`src/cod_regs.svh`:
```
// Opcodes, cycle counts and reset values for the opcode decoder
`ifndef COD_REGS_SVH
`define COD_REGS_SVH

`define COD_OP_TEST_DIR     8'h3d
`define COD_OP_TEST_ACC     8'h4d
`define COD_OP_TEST_IDX     8'h5d
`define COD_OP_TEST_BOFS    8'h6d
`define COD_OP_TEST_PTR     8'h7d
`define COD_OP_WAIT         8'h8f
`define COD_OP_MOVE_INDEX   8'h9f

`define COD_CYC_TEST_DIR    4'h4
`define COD_CYC_TEST_ACC    4'h3
`define COD_CYC_TEST_IDX    4'h3
`define COD_CYC_TEST_BOFS   4'h5
`define COD_CYC_TEST_PTR    4'h4
`define COD_CYC_WAIT        4'h2
`define COD_CYC_MOVE_INDEX  4'h2

`define COD_PC_RESET    16'h0000
`define COD_ACC_RESET   8'h00
`define COD_IDX_RESET   8'h00
`define COD_FLAGS_RESET 5'h08

`endif

```
`src/cod_pkg.sv`:
```
// Types shared by the opcode decoder
package cod_pkg;

  typedef enum logic [5:0] {
    COD_FETCH = 6'h01,
    COD_OPND1 = 6'h02,
    COD_OPND2 = 6'h04,
    COD_EXEC  = 6'h08,
    COD_PAD   = 6'h10,
    COD_HALT  = 6'h20
  } cod_state_type;

  typedef enum logic [8:0] {
    COD_BIT_BRANCH               = 9'h001,
    COD_DIRECT                   = 9'h002,
    COD_PC_OFFSET_BRANCH_MODE    = 9'h004,
    COD_IMPLIED_OPERAND_MODE     = 9'h008,
    COD_POINTER_BYTE_OFFSET_MODE = 9'h010,
    COD_OFFSETLESS_POINTER_MODE  = 9'h020,
    COD_LITERAL_OPERAND_MODE     = 9'h040,
    COD_FULL_ADDRESS             = 9'h080,
    COD_POINTER_WORD_OFFSET_MODE = 9'h100
  } cod_mode_type;

  // Flag register layout, high to low
  typedef struct packed {
    logic half;
    logic irq_mask;
    logic neg;
    logic zero;
    logic carry;
  } cod_flags_type;

endpackage : cod_pkg

```
`src/cod_decode.sv`:
```
// Opcode decoder and sequencer for the test, transfer and wait tail of the CPU
// Function
// [RQ1] The test opcodes 3D/4D/5D/6D/7D set N and Z from operand minus zero in 4/3/3/5/4 cycles.
// [RQ2] Opcode 9F copies the index into the accumulator, keeps all flags and takes 2 cycles.
// [RQ3] Opcode 8F clears the interrupt mask, halts until an interrupt and counts as 2 cycles.
// [RQ4] Byte-offset pointer mode fetches one offset byte and adds the index to it.
// [RQ5] Word-offset pointer mode fetches high then low offset byte and adds the index.
// [RQ6] Full-address mode takes the address as high byte then low byte after the opcode.
// [RQ7] Bit-test-and-branch reads a page-zero address byte then a branch offset off the PC.
// [RQ8] The upper opcode nibble picks the mode and class, the lower one the operation.
`timescale 1ns/1ps
`default_nettype none
`include "cod_regs.svh"
module cod_decode
  import cod_pkg::*;
(
  input  wire logic          ref_clk,
  input  wire logic          rst,
  input  wire logic          clk_en,
  input  wire logic [7:0]    prog_data,
  input  wire logic [7:0]    data_in,
  input  wire logic          irq_req,
  output logic      [15:0]   prog_addr,
  output logic      [15:0]   data_addr,
  output logic      [7:0]    acc_out,
  output logic      [7:0]    idx_out,
  output cod_flags_type      flag_register,
  output logic      [15:0]   branch_target,
  output logic               addr_valid,
  output logic               instr_done,
  output logic               halted
);

  // Mode and class from the upper nibble
  function automatic cod_mode_type mode_of(input logic [3:0] hi);
    case (hi) // RQ8
      4'h0:    mode_of = COD_BIT_BRANCH;
      4'h1:    mode_of = COD_DIRECT;
      4'h2:    mode_of = COD_PC_OFFSET_BRANCH_MODE;
      4'h3:    mode_of = COD_DIRECT;
      4'h6:    mode_of = COD_POINTER_BYTE_OFFSET_MODE;
      4'h7:    mode_of = COD_OFFSETLESS_POINTER_MODE;
      4'ha:    mode_of = COD_LITERAL_OPERAND_MODE;
      4'hb:    mode_of = COD_DIRECT;
      4'hc:    mode_of = COD_FULL_ADDRESS;
      4'hd:    mode_of = COD_POINTER_WORD_OFFSET_MODE;
      4'he:    mode_of = COD_POINTER_BYTE_OFFSET_MODE;
      4'hf:    mode_of = COD_OFFSETLESS_POINTER_MODE;
      default: mode_of = COD_IMPLIED_OPERAND_MODE;
    endcase
  endfunction : mode_of

  // Operand bytes that follow the opcode
  function automatic logic [1:0] opnd_bytes(input cod_mode_type m);
    case (m)
      COD_BIT_BRANCH, COD_FULL_ADDRESS, COD_POINTER_WORD_OFFSET_MODE: opnd_bytes = 2'd2;
      COD_IMPLIED_OPERAND_MODE, COD_OFFSETLESS_POINTER_MODE:          opnd_bytes = 2'd0;
      default:                                                         opnd_bytes = 2'd1;
    endcase
  endfunction : opnd_bytes

  // Total cycles of an instruction
  function automatic logic [3:0] cycles_of(input logic [7:0] op);
    case (op)
      `COD_OP_TEST_DIR:   cycles_of = `COD_CYC_TEST_DIR; // RQ1
      `COD_OP_TEST_ACC:   cycles_of = `COD_CYC_TEST_ACC;
      `COD_OP_TEST_IDX:   cycles_of = `COD_CYC_TEST_IDX;
      `COD_OP_TEST_BOFS:  cycles_of = `COD_CYC_TEST_BOFS;
      `COD_OP_TEST_PTR:   cycles_of = `COD_CYC_TEST_PTR;
      `COD_OP_MOVE_INDEX: cycles_of = `COD_CYC_MOVE_INDEX; // RQ2
      `COD_OP_WAIT:       cycles_of = `COD_CYC_WAIT; // RQ3
      default:         cycles_of = 4'h2 + {2'b00, opnd_bytes(mode_of(op[7:4]))};
    endcase
  endfunction : cycles_of

  // Test opcodes share the low nibble D over columns 3..7
  function automatic logic is_test(input logic [7:0] op);
    is_test = (op[3:0] == 4'hd) && (op[7:4] >= 4'h3) && (op[7:4] <= 4'h7);
  endfunction : is_test

  cod_state_type state_reg, state_next;
  cod_mode_type  mode_reg, mode_next;
  cod_flags_type flags_reg, flags_next;
  logic [7:0]    op_reg, op_next;
  logic [7:0]    byte1_reg, byte1_next;
  logic [7:0]    acc_reg, acc_next;
  logic [7:0]    idx_reg, idx_next;
  logic [15:0]   pc_reg, pc_next;
  logic [15:0]   ea_reg, ea_next;
  logic [15:0]   tgt_reg, tgt_next;
  logic [3:0]    cnt_reg, cnt_next;
  logic          valid_reg, valid_next;
  logic          done_reg, done_next;
  logic [7:0]    probe_val;
  logic          last_cycle;

  assign last_cycle = (state_reg == COD_EXEC || state_reg == COD_PAD) && (cnt_reg == 4'h0);

  // Operand seen by the test opcodes
  always_comb begin
    case (op_reg[7:4])
      4'h4:    probe_val = acc_reg;
      4'h5:    probe_val = idx_reg;
      default: probe_val = data_in;
    endcase
  end

  // Sequencer next state
  always_comb begin
    state_next = state_reg;
    mode_next  = mode_reg;
    flags_next = flags_reg;
    op_next    = op_reg;
    byte1_next = byte1_reg;
    acc_next   = acc_reg;
    idx_next   = idx_reg;
    pc_next    = pc_reg;
    ea_next    = ea_reg;
    tgt_next   = tgt_reg;
    cnt_next   = (cnt_reg == 4'h0) ? 4'h0 : cnt_reg - 4'h1;
    valid_next = 1'b0;
    done_next  = 1'b0;
    case (state_reg)
      COD_FETCH: begin
        op_next   = prog_data;
        mode_next = mode_of(prog_data[7:4]); // RQ8
        pc_next   = pc_reg + 16'h0001;
        cnt_next  = cycles_of(prog_data) - 4'h2; // Fetch and last cycle not counted
        ea_next   = {8'h00, idx_reg};
        state_next = (opnd_bytes(mode_of(prog_data[7:4])) == 2'd0) ? COD_EXEC : COD_OPND1;
      end
      COD_OPND1: begin
        byte1_next = prog_data;
        pc_next    = pc_reg + 16'h0001;
        state_next = (opnd_bytes(mode_reg) == 2'd2) ? COD_OPND2 : COD_EXEC;
        case (mode_reg)
          COD_POINTER_BYTE_OFFSET_MODE: ea_next = {8'h00, prog_data} + {8'h00, idx_reg}; // RQ4
          COD_PC_OFFSET_BRANCH_MODE: tgt_next = pc_reg + 16'h0001 + {{8{prog_data[7]}}, prog_data};
          default:                      ea_next = {8'h00, prog_data}; // RQ7
        endcase
      end
      COD_OPND2: begin
        pc_next    = pc_reg + 16'h0001;
        state_next = COD_EXEC;
        case (mode_reg)
          COD_POINTER_WORD_OFFSET_MODE: ea_next = {byte1_reg, prog_data} + {8'h00, idx_reg}; // RQ5
          COD_FULL_ADDRESS:             ea_next = {byte1_reg, prog_data}; // RQ6
          default: tgt_next = pc_reg + 16'h0001 + {{8{prog_data[7]}}, prog_data}; // RQ7
        endcase
      end
      COD_EXEC: begin
        if (is_test(op_reg)) begin
          flags_next.neg  = probe_val[7]; // RQ1
          flags_next.zero = (probe_val == 8'h00); // RQ1
        end else if (op_reg == `COD_OP_MOVE_INDEX) begin
          acc_next = idx_reg; // RQ2
        end else if (op_reg == `COD_OP_WAIT) begin
          flags_next.irq_mask = 1'b0; // RQ3
        end else begin
          valid_next = 1'b1;
        end
        done_next = (cnt_reg == 4'h0);
        if (op_reg == `COD_OP_WAIT) begin
          state_next = COD_HALT; // RQ3
        end else begin
          state_next = (cnt_reg == 4'h0) ? COD_FETCH : COD_PAD;
        end
      end
      COD_PAD: begin
        if (cnt_reg == 4'h0) begin
          done_next  = 1'b1;
          state_next = COD_FETCH;
        end
      end
      COD_HALT: begin
        if (irq_req) begin
          state_next = COD_FETCH; // RQ3
        end
      end
      default: state_next = COD_FETCH;
    endcase
  end

  // Sequencer registers
  always_ff @(posedge ref_clk) begin
    if (rst) begin
      state_reg <= COD_FETCH;
      mode_reg  <= COD_IMPLIED_OPERAND_MODE;
      flags_reg <= `COD_FLAGS_RESET;
      op_reg    <= 8'h00;
      byte1_reg <= 8'h00;
      acc_reg   <= `COD_ACC_RESET;
      idx_reg   <= `COD_IDX_RESET;
      pc_reg    <= `COD_PC_RESET;
      ea_reg    <= 16'h0000;
      tgt_reg   <= 16'h0000;
      cnt_reg   <= 4'h0;
      valid_reg <= 1'b0;
      done_reg  <= 1'b0;
    end else if (clk_en) begin
      state_reg <= state_next;
      mode_reg  <= mode_next;
      flags_reg <= flags_next;
      op_reg    <= op_next;
      byte1_reg <= byte1_next;
      acc_reg   <= acc_next;
      idx_reg   <= idx_next;
      pc_reg    <= pc_next;
      ea_reg    <= ea_next;
      tgt_reg   <= tgt_next;
      cnt_reg   <= cnt_next;
      valid_reg <= valid_next;
      done_reg  <= done_next;
    end
  end

  // Outputs straight from flops, except halted, decoded from the state register
  assign prog_addr     = pc_reg;
  assign data_addr     = ea_reg;
  assign acc_out       = acc_reg;
  assign idx_out       = idx_reg;
  assign flag_register = flags_reg;
  assign branch_target = tgt_reg;
  assign addr_valid    = valid_reg;
  assign instr_done    = done_reg;
  assign halted        = (state_reg == COD_HALT);
endmodule : cod_decode
`default_nettype wire

```
`config.mk`:
```
export PLATFORM = sky130hd
export DESIGN_NAME = cod_decode
export DESIGN_NICKNAME = d
export VERILOG_FILES = /design/src/cod_pkg.sv /design/src/cod_decode.sv
export VERILOG_INCLUDE_DIRS = /design/src
export SDC_FILE = /design/constraint.sdc
export NUM_CORES = 1
export LEC_CHECK = 0
export BUFFER_PORTS_ARGS = -buffer_cell sky130_fd_sc_hd__buf_2
export CAP_MARGIN = 20
export CORE_UTILIZATION = 41
export CTS_CLUSTER_SIZE = 12
export DETAILED_ROUTE_END_ITERATION = 10
export GPL_TIMING_DRIVEN = 0
export PLACE_DENSITY = 0.72
export SYNTH_ARGS = -nofsm -noshare
export SYNTH_HDL_FRONTEND = slang
export SYNTH_SLANG_ARGS = --single-unit
```
`constraint.sdc`:
```
create_clock -name ref_clk -period 7.6 [get_ports ref_clk]
set_input_delay 0.76 -clock ref_clk [delete_from_list [all_inputs] [get_ports ref_clk]]
set_output_delay 0.76 -clock ref_clk [all_outputs]
set_load 0.005 [all_outputs]
```
==> impl_metrics.ini <==
[yosys]
synth_cells = 585
synth_area_leaders = dfxtp_1, a21oi_1, nand2_1
yosys_warnings = 0
ys.flop_type = dfxtp_1
yosysTopAreaCell = dfxtp_1
synth_cell_types = 64
avgSynthCellArea_um2 = 8.337
synth_top_area_share_pct = 36.12
synth.cell_area_mm2 = 0.004877
ys_seq_elements = 88
async_flop_share_pct = 0
synth_seq_area_share_pct = 36.12
synth-edff-count = 0

[global_routing]
grt_pass1_vias = 4359
grt_antenna_before_repair = 0
grt_pass1_wl_um = 21220
grt_max_degree = 19
overflow = 0
grtUsageTotal_pct = 21.11

[critical_path]
critPathKind = flop to flop
reg2reg_slack_ns = 3.97
critPathSlowestCell = dfxtp_1
end_kind = flop
reg2reg_from = prog_addr[0]
slowest_delay_ns = 0.44
cp-start-kind = flop
ff2ff_path_depth = 14
critPathMaxFanout = 6
required_ns = 7.86
crit_arrival_ns = 3.89
worst_r2r_endpoint = branch_target[15]
path_cells = ha_1, nand3_1, nor3_1, and3_1, clkbuf_1, nand3_1, xnor2_1, ha_1, a21o_1, a211oi_1, o2bb2ai_1, a21oi_1, xnor2_1, a211oi_1

[clock_network]
cts_max_path_buffers = 2
numCtsBuffers = 9
clk_pin_slew_worst_paths_ns = 0.07
clock_latency_ns = 0.35
root_buffer = clkbuf_16
postCtsResizedCells = 0
tritoncts = done
cts_setup_buffers = 0
cts_hold_buf = 0
cts_max_level = 3
cts_sinks = 88

[floorplan]
start_util_pct = 42.35
die_w_um = 111.1
die_area_mm2 = 0.01234
io_pins = 92
die_y_um = 111.1
core_mm2 = 0.01152
row_count = 39

[worst_hold_path]
hold_path_end = flag_register[3]
holdPathStages = 1
min_from = flag_register[3]
min_path_type = flop to flop

[drt]
drc = 6
wl_um = 12930
drtAntennaViolNets = 0
viasPerCell = 5.568
vias = 4638
dr.pass1.iters = 8
drt_iter0_markers = 270
wl_per_cell_um = 15.52

[sta]
rsz0062_at_grt = no
finalHoldViolations = 0
tightestPinTransition_ns = 0.6814
finalCriticalPeriod_ns = 3.627
slew_viol_final = 0
slew_headroom_pct = 54.22
fin_tns_setup_ns = 0
final-setup-viol-count = 0
clock_skew_ns = 0.01161
fmax_mhz = 275.7
post-route-period-util_pct = 47.72

[placed_design]
dp.cells = 817
place.port_buffers = 72
gp_congestion = 0.9171
hpwl_um = 9474

[layout]
final_cell_mix = dfxtp_1, buf_2, nand2_1
drive_gt1_share_pct = 18.84
synthToLayoutAreaGrowth_pct = 18.47
instances_no_fill = 833
final_common_cell = dfxtp_1
nets = 723
n_antenna_cell = 0

[flow_run]
cap_violations = 0

[pwr]
p_per_area_mw_per_mm2 = 186.6
max-vdd-ir-drop_mv = 0.1020
p_leak_nw = 2.527

[run_status]
status = finished, violations left
violations = design-rule violations
-- cells in the mapped netlist (6+ instances only) --
library cell	instances
nand2_1	64
nand2b_1	18
ha_1	17
a22o_1	8
buf_4	19
a211oi_1	7
buf_2	11
nor3_1	13
nand4_1	7
xnor2_1	18
xor2_1	27
nor4_1	6
and3_1	10
a21oi_1	51
mux2i_1	9
nor2_1	54
o21ai_0	27
nand3_1	27
a21o_1	8
clkbuf_1	20
dfxtp_1	88
-- area by class of cell --
cell class / instances / area, µm²
tap: 143 / 178.9
inverter: 4 / 15.01
clock buffer: 9 / 225.2
sequential: 88 / 1762
fill: 1114 / 5738
clock inverter: 7 / 72.57
buffer: 52 / 295.3
timing repair buffer: 72 / 360.3
multi-input combinational: 458 / 2869
-- per-stage QoR --
step / area [µm²] / setup slack (ns) / total power [W] / util [%] / hold WS (ns)
2_1_floorplan: 4941 / 4.478 / 0.0005986 / - / 0.4319
3_3_place_gp: 5480 / 4.148 / 0.0006359 / 47.59 / 0.4372
3_5_place_dp: 5480 / 4.057 / 0.0006415 / 47.59 / 0.4409
4_1_cts: 5778 / 4.010 / 0.001077 / 50.17 / 0.4549
5_1_grt: 5778 / 3.724 / 0.001117 / 50.17 / 0.4722
6_report: 5778 / 3.973 / 0.001078 / 50.17 / 0.4535
-- power by group --
group	total (W)	internal [W]	switching, W	leakage [nW]
logic	0.000153	0.0000589	0.0000939	1.67
clock network	0.000443	0.000232	0.000212	0.143
registers	0.000482	0.000471	0.0000114	0.712
-- critical path, delay by kind of cell (launching register included) --
| family | cells | cell delay [ns] |
|---|---|---|
| DFF | 1 | 0.44 |
| buffers and inverters | 1 | 0.25 |
| xor gates and xnor gates | 2 | 0.30 |
| adders and majority gates | 2 | 0.61 |
| AOI/OAI and AO/OA | 5 | 1.00 |
| and+or+nand+nor | 4 | 0.93 |
-- routing by layer --
metal	routed length, µm	up-vias	global-route usage, %
li1	-	2240	-
met1	5541	2188	26.06
met2	6260	184	36.31
met3	823	26	3.773
met4	301	0	8.559
met5	0	-	0
-- how the worst max path moves through the flow --
stage | depth (start not counted) | slack [ns] | startpoint | to
floorplan | 14 | 4.48 | prog_addr[0] | branch_target[15]
global placement | 14 | 4.15 | prog_addr[0] | branch_target[15]
detailed placement | 14 | 4.06 | prog_addr[0] | branch_target[15]
CTS | 14 | 4.01 | prog_addr[0] | branch_target[15]
global route | 14 | 3.72 | prog_addr[0] | branch_target[15]
finish | 14 | 3.97 | prog_addr[0] | branch_target[15]
-- cells by family (layout without fill, tap and decap cells) --
family                   Yosys count  in the layout  share of synthesized area, %
flip-flops                        88             88                         36.12
AND/OR/NAND/NOR                  236            236                         25.42
multiplexers                       9              9                         1.847
other                              1             18                       0.07689
buffers and inverters             56            144                         6.362
AO/OA/AOI/OAI                    132            132                         17.32
XOR/XNOR                          45             45                         8.081
adder cells (fa/ha/maj)           18             18                         4.772
(Power assumes the default switching activity.)
